**config.mk**
```make
export PLATFORM = sky130hd
export DESIGN_NAME = pirq_flag_regs
export DESIGN_NICKNAME = d
export VERILOG_FILES = /design/src/include/pirq_pkg.sv /design/src/verilog/pirq_flag_regs.sv
export SDC_FILE = /design/constraint.sdc
export NUM_CORES = 1
export LEC_CHECK = 0
export CORE_MARGIN = 2
export CORE_UTILIZATION = 50
export DETAILED_ROUTE_END_ITERATION = 6
export DONT_BUFFER_PORTS = 1
export SYNTH_ARGS = -nofsm -noshare
export SYNTH_HDL_FRONTEND = slang
export SYNTH_SLANG_ARGS = --single-unit
```
**constraint.sdc**
```tcl
create_clock -name clk -period 1.48 [get_ports clk]
set_clock_uncertainty 0.15 [all_clocks]
set_input_delay 0 -clock clk [delete_from_list [all_inputs] [get_ports clk]]
set_output_delay 0 -clock clk [all_outputs]
set_load 0.1 [all_outputs]
```
**src/include/pirq_pkg.sv**
```systemverilog
package pirq_pkg;

	// ****************************************
	// Register map (byte addresses, APB word aligned)
	// ****************************************
	localparam logic [11:0] REQ_FLAGS_1_OFS  = 12'h000;
	localparam logic [11:0] REQ_FLAGS_2_OFS  = 12'h004;
	localparam logic [11:0] PERIPH_EN_1_OFS  = 12'h008;
	localparam logic [11:0] PERIPH_EN_2_OFS  = 12'h00C;
	localparam logic [11:0] IRQ_CTRL_OFS     = 12'h010;

	// ****************************************
	// Reset values
	// ****************************************
	localparam logic [7:0] REQ_FLAGS_RST  = 8'h00;
	localparam logic [7:0] PERIPH_EN_RST  = 8'h00;
	localparam logic [1:0] IRQ_CTRL_RST   = 2'b00;

	// ****************************************
	// Field positions
	// ****************************************
	localparam int TIMER_ONE_GATE_BIT     = 7;
	localparam int CONVERSION_DONE_BIT    = 6;
	localparam int SERIAL_RX_BIT          = 5;
	localparam int SERIAL_TX_BIT          = 4;
	localparam int SYNC_SERIAL_BIT        = 3;
	localparam int CAPCMP_ONE_BIT         = 2;
	localparam int TIMER_TWO_MATCH_BIT    = 1;
	localparam int TIMER_ONE_OVERFLOW_BIT = 0;
	localparam int OSC_FAIL_BIT           = 7;
	localparam int COMPARATOR_B_BIT       = 6;
	localparam int COMPARATOR_A_BIT       = 5;
	localparam int NV_WRITE_DONE_BIT      = 4;
	localparam int BUS_COLLISION_BIT      = 3;
	localparam int CAPCMP_TWO_BIT         = 0;
	localparam int GLOBAL_IRQ_EN_BIT      = 1;
	localparam int PERIPH_IRQ_EN_BIT      = 0;

	// Writable masks: serial flags are read-only, bits 2..1 of reg 2 unimplemented
	localparam logic [7:0] FLAGS_1_WMASK = 8'hCF;
	localparam logic [7:0] FLAGS_2_IMPL  = 8'hF9;

	localparam logic [31:0] RDATA_ZERO = 32'h0000_0000;

endpackage : pirq_pkg

```
**src/verilog/pirq_flag_regs.sv**
```systemverilog
// Function
// RULE_01: Flag sets on its event regardless of any enable bit.
// RULE_02: Software clears a flag before enabling its interrupt.
// RULE_03: One means pending, zero means not pending.
// RULE_04: All implemented flags reset to zero on every reset. Code: reg 1 serial bits 5..4 keep following their peripheral through reset.
// RULE_05: Serial receive/transmit flags read-only, follow their peripheral.
// RULE_06: Reg 1 bit 7 timer-one gate, bit 6 conversion done, read/write.
// RULE_07: Reg 1 bit 3 sync serial, bit 2 capture/compare one.
// RULE_08: Reg 1 bit 1 timer-two match, bit 0 timer-one overflow.
// RULE_09: Reg 2 bit 7 latches oscillator failure.
// RULE_10: Reg 2 bit 6 comparator B, bit 5 comparator A.
// RULE_11: Reg 2 bit 4 sets when nonvolatile write finishes.
// RULE_12: Reg 2 bit 3 sets on sync serial bus collision.
// RULE_13: Reg 2 bit 0 capture/compare two; bits 2..1 read zero.
// RULE_14: Interrupt only when flag, its enable, peripheral and global enables set.
// RULE_15: Writes store value; a simultaneous event beats a clear.
// RULE_16: Events are one-cycle pulses; flags hold until cleared or reset.
//
// Chosen here: the APB slave port and the placing of the registers.
`timescale 1ns/1ps
`default_nettype none

module pirq_flag_regs
	import pirq_pkg::*;
(
	input  wire logic        clk,
	input  wire logic        rst_b,
	input  wire logic        psel,
	input  wire logic        penable,
	input  wire logic        pwrite,
	input  wire logic [11:0] paddr,
	input  wire logic [31:0] pwdata,
	output logic             pready,
	output logic             pslverr,
	output logic      [31:0] prdata,
	input  wire logic        timerOneGateEvent,
	input  wire logic        conversionDoneEvent,
	input  wire logic        serialRxPending,
	input  wire logic        serialTxPending,
	input  wire logic        syncSerialEvent,
	input  wire logic        capcmpOneEvent,
	input  wire logic        timerTwoMatchEvent,
	input  wire logic        timerOneOverflowEvent,
	input  wire logic        oscFailEvent,
	input  wire logic        comparatorBEvent,
	input  wire logic        comparatorAEvent,
	input  wire logic        nvWriteDoneEvent,
	input  wire logic        busCollisionEvent,
	input  wire logic        capcmpTwoEvent,
	output logic      [7:0]  periphRequestFlags1,
	output logic      [7:0]  periphRequestFlags2,
	output logic             cpuIrq
);

	// ****************************************
	// State
	// ****************************************
	typedef struct packed {
		logic [7:0]  flags1;
		logic [7:0]  flags2;
		logic [7:0]  enable1;
		logic [7:0]  enable2;
		logic [1:0]  irqCtrl;
		logic [31:0] rdata;
		logic        slvErr;
		logic        irq;
	} pirq_state_t;

	pirq_state_t state;
	pirq_state_t next_state;

	logic [7:0] events1;
	logic [7:0] events2;
	logic [7:0] flags1View;
	logic       wrAccess;
	logic       rdAccess;
	logic       knownAddr;

	// ****************************************
	// Event gathering
	// ****************************************
	always_comb
	begin
		events1 = 8'h00;
		events1[TIMER_ONE_GATE_BIT]     = timerOneGateEvent;     // RULE_06
		events1[CONVERSION_DONE_BIT]    = conversionDoneEvent;   // RULE_06
		events1[SYNC_SERIAL_BIT]        = syncSerialEvent;       // RULE_07
		events1[CAPCMP_ONE_BIT]         = capcmpOneEvent;        // RULE_07
		events1[TIMER_TWO_MATCH_BIT]    = timerTwoMatchEvent;    // RULE_08
		events1[TIMER_ONE_OVERFLOW_BIT] = timerOneOverflowEvent; // RULE_08
		events2 = 8'h00;
		events2[OSC_FAIL_BIT]      = oscFailEvent;      // RULE_09
		events2[COMPARATOR_B_BIT]  = comparatorBEvent;  // RULE_10
		events2[COMPARATOR_A_BIT]  = comparatorAEvent;  // RULE_10
		events2[NV_WRITE_DONE_BIT] = nvWriteDoneEvent;  // RULE_11
		events2[BUS_COLLISION_BIT] = busCollisionEvent; // RULE_12
		events2[CAPCMP_TWO_BIT]    = capcmpTwoEvent;    // RULE_13
	end

	// Serial flags mirror the peripheral level, so no storage for them
	always_comb
	begin
		flags1View = state.flags1 & FLAGS_1_WMASK;
		flags1View[SERIAL_RX_BIT] = serialRxPending; // RULE_05
		flags1View[SERIAL_TX_BIT] = serialTxPending; // RULE_05
	end

	// ****************************************
	// APB decode
	// ****************************************
	assign wrAccess  = psel && penable && pwrite;
	assign rdAccess  = psel && !penable && !pwrite;
	assign knownAddr = (paddr == REQ_FLAGS_1_OFS) || (paddr == REQ_FLAGS_2_OFS)
		|| (paddr == PERIPH_EN_1_OFS) || (paddr == PERIPH_EN_2_OFS)
		|| (paddr == IRQ_CTRL_OFS);

	// ****************************************
	// Next state
	// ****************************************
	always_comb
	begin
		next_state = state;
		// Write first, then OR in events so a same-cycle event beats a clear
		if (wrAccess)
		begin
			unique case (paddr)
				REQ_FLAGS_1_OFS: next_state.flags1 = pwdata[7:0] & FLAGS_1_WMASK; // RULE_15 RULE_05
				REQ_FLAGS_2_OFS: next_state.flags2 = pwdata[7:0] & FLAGS_2_IMPL;  // RULE_15 RULE_13
				PERIPH_EN_1_OFS: next_state.enable1 = pwdata[7:0];
				PERIPH_EN_2_OFS: next_state.enable2 = pwdata[7:0] & FLAGS_2_IMPL;
				IRQ_CTRL_OFS:    next_state.irqCtrl = pwdata[1:0];
				default:         next_state.irqCtrl = state.irqCtrl;
			endcase
		end
		// Set regardless of enables; held until software or reset clears
		next_state.flags1 = next_state.flags1 | events1; // RULE_01 RULE_16 RULE_03
		next_state.flags2 = next_state.flags2 | events2; // RULE_01 RULE_16 RULE_03
		// Read data captured in setup, stands during the access phase
		if (rdAccess)
		begin
			unique case (paddr)
				REQ_FLAGS_1_OFS: next_state.rdata = {24'h00_0000, flags1View};
				REQ_FLAGS_2_OFS: next_state.rdata = {24'h00_0000, state.flags2 & FLAGS_2_IMPL}; // RULE_13
				PERIPH_EN_1_OFS: next_state.rdata = {24'h00_0000, state.enable1};
				PERIPH_EN_2_OFS: next_state.rdata = {24'h00_0000, state.enable2};
				IRQ_CTRL_OFS:    next_state.rdata = {30'h0000_0000, state.irqCtrl};
				default:         next_state.rdata = RDATA_ZERO;
			endcase
		end
		next_state.slvErr = psel && !penable && !knownAddr;
		// Requires flag, its enable, peripheral enable and global enable
		next_state.irq = state.irqCtrl[GLOBAL_IRQ_EN_BIT] && state.irqCtrl[PERIPH_IRQ_EN_BIT]
			&& (|(flags1View & state.enable1) || |(state.flags2 & state.enable2)); // RULE_14
	end

	// ****************************************
	// Registers
	// ****************************************
	always_ff @(posedge clk)
	begin
		if (!rst_b)
		begin
			state         <= '0;
			state.flags1  <= REQ_FLAGS_RST; // RULE_04
			state.flags2  <= REQ_FLAGS_RST; // RULE_04
			state.enable1 <= PERIPH_EN_RST;
			state.enable2 <= PERIPH_EN_RST;
			state.irqCtrl <= IRQ_CTRL_RST;
		end
		else
		begin
			state <= next_state;
		end
	end

	assign pready              = 1'b1;
	assign pslverr             = psel && penable && state.slvErr;
	assign prdata              = state.rdata;
	assign periphRequestFlags1 = flags1View;
	assign periphRequestFlags2 = state.flags2 & FLAGS_2_IMPL;
	assign cpuIrq              = state.irq;

endmodule : pirq_flag_regs

`default_nettype wire

```
==> results of run 1 <==
[worst max-delay path: stages]
cell	delay, ps
dlygate4sd3_1	580
nand2_1	60
dlygate4sd3_1	590
mux2i_1	140
[worst paths after layout]
check	start	to	slack, ps
max	pwdata[0]	state[36]	170
min	paddr[2]	prdata[2]	-210
max reg2reg	periphRequestFlags1[1]	prdata[1]	190
min reg2reg	prdata[5]	prdata[5]	310
[metal layers]
metal	vias to the layer above	global-route usage
met1	840	0.291
met3	5	0.0556
li1	865	-
met5	-	0
met2	70	0.325
met4	0	0.0503
[synth_stat cells]
cell	number
nand4_2	1
clkbuf_1	6
and4b_1	2
nand4_1	3
nor3_1	1
nor4_4	2
nand2_1	40
and2_1	1
and4_1	2
nor4_1	1
nor2_1	9
o22a_1	1
conb_1	2
or3b_1	1
inv_1	6
buf_4	50
nor2_2	1
nor3b_2	1
o21ai_0	7
and3_1	4
a22oi_1	4
mux2i_1	18
or3_1	6
nand3_1	3
a221oi_1	2
dfxtp_1	38
a31oi_1	1
nor3b_1	2
o311a_1	12
o41ai_1	1
nor4b_1	1
mux4_2	6
a22o_1	2
buf_2	3
a21boi_0	1
and2_0	1
[through the flow]
stage / cells / power, W / instance area, µm²
after floorplan: 267 / 0.00178 / 2310
after global placement: 290 / 0.00170 / 2190
after detailed placement: 290 / 0.00171 / 2190
after CTS: 332 / 0.00256 / 2650
after global routing: 332 / 0.00263 / 2660
final: 332 / 0.00254 / 2660
[registers in the layout, summed over array words and instances (netlist names)]
name                 flops
state                   17
prdata                   8
periphRequestFlags1      6
periphRequestFlags2      6
cpuIrq                   1
[cell families after synthesis]
kind of cell | after synthesis
other cells | 2
flops | 38
compound gates | 31
simple gates | 82
buf+inv | 65
mux | 24
[power by group through the flow]
| stage | Sequential, W | Combinational [W] | Clock (W) |
|---|---|---|---|
| 5_1_grt | 0.00108 | 0.000751 | 0.000806 |
| 3_5_place_dp | 0.00110 | 0.000610 | 0 |
| 2_1_floorplan | 0.00109 | 0.000698 | 0 |
| 3_3_place_gp | 0.00110 | 0.000608 | 0 |
| 6_report | 0.00107 | 0.000724 | 0.000738 |
| 4_1_cts | 0.00107 | 0.000719 | 0.000764 |
[cell type report]
class	count	area, µm²	area share
Clock buffer	6	82.6	0.0311
Tap cell	52	65.1	0.0245
Multi-Input combinational cell	164	1120	0.422
Timing Repair Buffer	64	591	0.222
Clock inverter	2	12.5	0.00471
Inverter	6	22.5	0.00848
Sequential cell	38	761	0.287
[repair_timing]
action | 4_1_cts | 5_1_grt
hold endpoints to repair | 40 | 19
setup endpoints to repair | 0 | 4
gates resized for setup | 0 | 3
==> impl_metrics.toml, run 1 <==
[placed_design]
dpl.hpwl_mm = 3.39
place.gp.congestion = 0.747
post-place-ws_ps = 68.5
io_buffers = 0

[logic_synthesis]
synth.distinct_cells = 36
synthXorXnorAreaFrac = 0
synth_fa_ha_area_frac = 0
synth_top_family_by_area = "simple AND/OR/NAND/NOR gates"
ys_ff_latch = 38
yosysWarnings = 0
synth.area.top_cells = "dfxtp_1 34%, buf_4 17%, mux2i_1 8.1%"
synthCells = 242
synth_top_area_share = 0.343
synth.cell_area_um2 = 2220
ys_seq_area_frac = 0.343
yosys.area_share.simple = 0.202
synth_compound_area_frac = 0.113
syn_area_per_cell_um2 = 9.17
muxShareOfSynthArea = 0.142
yosysTopAreaCell = "dfxtp_1"

[finish]
final_common_cell = "nand2_1"
nets = 342
drive_above_1_share = 0.186
fin_util = 0.614
mostFrequentLayoutCells = "40 x nand2_1, 38 x dfxtp_1, 30 x dlygate4sd3_1, 30 x buf_4, 27 x conb_1"
antennaDiodeCount = 0
syn_to_final_growth_pct = 19.7
n_fill_cell = 378

[power]
power_density_nw_per_um2 = 955
p_int_w = 0.00158
irDropWorstVdd_mv = 0.793
p_sw_frac = 0.376
share_seq_of_total_power = 0.423
switching_power_w = 0.000954
p_leak_nw = 1.07
pwr-share-comb = 0.286
clock_power_share = 0.291

[critical_path]
worst_ep_arrival_time_ps = 1380
crit_type = "input pin to flop"
startpoint_type = "input pin"
critPathMaxFanout = 3
r2r.worst_path.cells = 4
cp-end-kind = "flop"
crit_required_ps = 1550

[clock_tree]
clk_latency_ps = 290
cts-hold-fix-buffers = 34
cts_max_path_buffers = 2
numCtsBuffers = 5
cts_max_level = 2
root_buffer = "clkbuf_8"
postCtsSetupRepairBufs = 0
cts_tree = "built"
cts.sinks = 38
path_clk_slew_ps = 70

[sta]
fin_crit_sh = 0.882
fin_crit_ps = 1310
setup_viol = 0
max_freq_mhz = 766
hold_ws_ps = -206
finalMaxSlewViolations = 0
hold_viol = 20
tns_ps = 0
setup_slack_ps = 175
rsz0062_at_grt = "false"

[outcome]
status = "finished, violations left"
violations = "hold timing"

[detailed_routing]
wl_mm = 4.97
wl_met3_um = 309
vias_per_cell = 5.36
drc = 0
top_layer = "met4"
wl_met2_mm = 2.34
drt_iter0_drc = 47
firstDrtPassIters = 4
met1_length_mm = 2.27
via_count = 1780
wl_per_cell_um = 15.0
ant_nets = 0

[die]
dieArea_um2 = 4990
io-pin-count = 114
die_w_um = 70.6
initial_utilization = 0.513
die_h_um = 70.6
num_rows = 24
coreArea_um2 = 4320

[global_route]
grt_usage = 0.208
grt_pass1_vias = 1634
grt_max_degree = 37
grt_overflow = 0
grt_pass1_wl_mm = 8.19
antenna_found_initial = 0

[worst_hold_path]
hold_path.class = "input pin to flop"
min_path_cells = 3

[job]
cap_violations = 0
Power figures use the tool's default switching activity.
==> inputs of run 2 (changes only) <==
- ABC_AREA: default -> 1
- CTS_CLUSTER_SIZE: default -> 25
==> run 2 against run 1 <==
The run still ends with hold timing left. Synthesized area is 6.3% higher. Critical path depth rose by 5. Sequential power is essentially flat. Utilization increased by 2.6 points. Via count grew 22%. Critical path type unchanged.
==> impl_metrics.toml, run 2 <==
[sta]
rsz0062_at_grt = "true"
finalMaxSlewViolations = 0
tns_ps = 0
setup_slack_ps = 19.3
fin_crit_ps = 1460
tightest_slew_ps = 730
fin_crit_sh = 0.987
slew_headroom = 0.512
hold_viol = 3
setup_viol = 0
max_freq_mhz = 685
hold_ws_ps = -150

[detailed_routing]
vias_per_cell = 5.09
via_count = 2167
wl_mm = 5.56
drt_iter0_drc = 121
wl_per_cell_um = 13.1
drc = 0
ant_nets = 0
firstDrtPassIters = 6

[power]
p_total_w = 0.00289
share_seq_of_total_power = 0.373
p_leak_nw = 1.33
p_sw_frac = 0.343
clock_power_share = 0.377
switching_power_w = 0.000992
irDropWorstVdd_mv = 0.922
p_int_w = 0.00190
pwr-share-comb = 0.250
power_density_nw_per_um2 = 1020

[logic_synthesis]
yosysWarnings = 0
ys_async_sr_fraction = 0
ys_ff_latch = 38
synthXorXnorAreaFrac = 0
synth_compound_area_frac = 0.176
yosys_most_used_dff = "dfxtp_1"
synth.cell_area_um2 = 2360
yosys-top-cells-count = "49 x buf_4, 49 x nand2_1, 47 x inv_1"
synth_top_area_share = 0.323
synth_top_family_by_area = "buffers and inverters"
yosys.area_share.simple = 0.237
yosysTopAreaCell = "dfxtp_1"
syn_area_per_cell_um2 = 7.14
ys_seq_area_frac = 0.323
synth.area.top_cells = "dfxtp_1 32%, buf_4 16%, nand2_1 7.8%"
synth_edf_count = 0
synth_fa_ha_area_frac = 0
synthCells = 330
synth.distinct_cells = 28
muxShareOfSynthArea = 0

[die]
die_h_um = 72.7
io-pin-count = 114
coreArea_um2 = 4440
initial_utilization = 0.530
num_rows = 24
die_w_um = 72.7
dieArea_um2 = 5280

[finish]
fin_cells = 426
drive_above_1_share = 0.179
syn_to_final_growth_pct = 20.8
antennaDiodeCount = 0
mostFrequentLayoutCells = "49 x nand2_1, 47 x inv_1, 38 x dfxtp_1"
nets = 436
regMostFlops = "state"
final_common_cell = "nand2_1"
largest_reg_flops = 17

[job]
cap_violations = 0

[placed_design]
post-place-ws_ps = 114
dpl.hpwl_mm = 3.78
dp.cells = 377
io_buffers = 0
place.gp.congestion = 0.809

[critical_path]
crit_start = "paddr[9]"
r2r_slack_ps = 40
crit_required_ps = 1500
r2r.worst_path.cells = 3
rr_startpoint = "state[35]"
critPathMaxFanout = 8
worst_ep_arrival_time_ps = 1480
startpoint_type = "input pin"
reg2reg_to = "cpuIrq"
crit_type = "input pin to flop"
cp-end-kind = "flop"

[global_route]
antenna_found_initial = 0
grt_pass1_vias = 1949
grt_max_degree = 23
grt_overflow = 0
grt_pass1_wl_mm = 9.09
grt_usage = 0.216

[clock_tree]
clk_latency_ps = 280
cts_max_level = 2
root_buffer = "clkbuf_8"
cts.sinks = 38
path_clk_slew_ps = 80
numCtsBuffers = 5
cts_tree = "built"
cts_max_path_buffers = 2

[worst_hold_path]
hold_path.class = "input pin to primary output"
min_path_cells = 0
hp-start = "serialRxPending"
min_to = "periphRequestFlags1[5]"

[outcome]
status = "finished, violations left"
violations = "hold timing"
==> run 2: critical path: stages <==
cell and delay (ps):
nor2_2 120, nand2_4 110, nor2_8 180, buf_4 140, buf_4 140, nand2_1 80, nand4_1 110, nor3_1 50
dlygate4sd3_1 550
==> run 2: cells by family (layout without fill, tap and decap cells) <==
| logic type | after synthesis | count (layout) |
|---|---|---|
| simple gates | 108 | 108 |
| buf+inv | 108 | 127 |
| compound gates | 74 | 74 |
| flops | 38 | 38 |
| other cells | 2 | 27 |
==> run 2: power by group through the flow <==
stage,Sequential (W),Combinational (W),Clock [W]
finish,0.00108,0.000723,0.00109
global route,0.00108,0.000758,0.00115
CTS,0.00108,0.000714,0.00110
detailed placement,0.00110,0.000634,0
global placement,0.00110,0.000631,0
floorplan,0.00109,0.000700,0
==> run 2: final cells by class <==
type	instances	area (µm²)
tap	52	65.1
timing repair buffer	69	611
clock inverter	2	60.1
clock buffer	6	82.6
fill	420	1600
sequential	38	761
multi-input combinational	209	1080
inverter	50	188
==> run 2: per-layer routing <==
layer  track usage  routed length [µm]  up-vias
met3        0.0345                 395        6
met4        0.0370                  32        0
li1              -                   -     1080
met5             0                   0        -
met1         0.293                2470      974
met2         0.367                2660      107
==> run 2: repair_timing <==
action / CTS / global route
setup endpoints to repair: 0 / 5
endpoints found under the hold margin: 40 / 4
hold buffers: 36 / 2
buffers inserted: 0 / 4
gates resized for setup: 0 / 3
==> run 2: worst max path at each step <==
stage	endpoint	slack (ps)	cells after the start
floorplan	pslverr	270	1
finish	state[1]	20	9
global placement	periphRequestFlags2[3]	150	8
CTS	cpuIrq	30	3
detailed placement	periphRequestFlags2[0]	110	8
global route	state[1]	-30	9
==> run 2: metrics by stage <==
step / utilization / cell area, µm²
finish: 0.640 / 2850
CTS: 0.630 / 2800
global placement: 0.517 / 2300
global route: 0.640 / 2850
floorplan: - / 2450
detailed placement: 0.517 / 2300
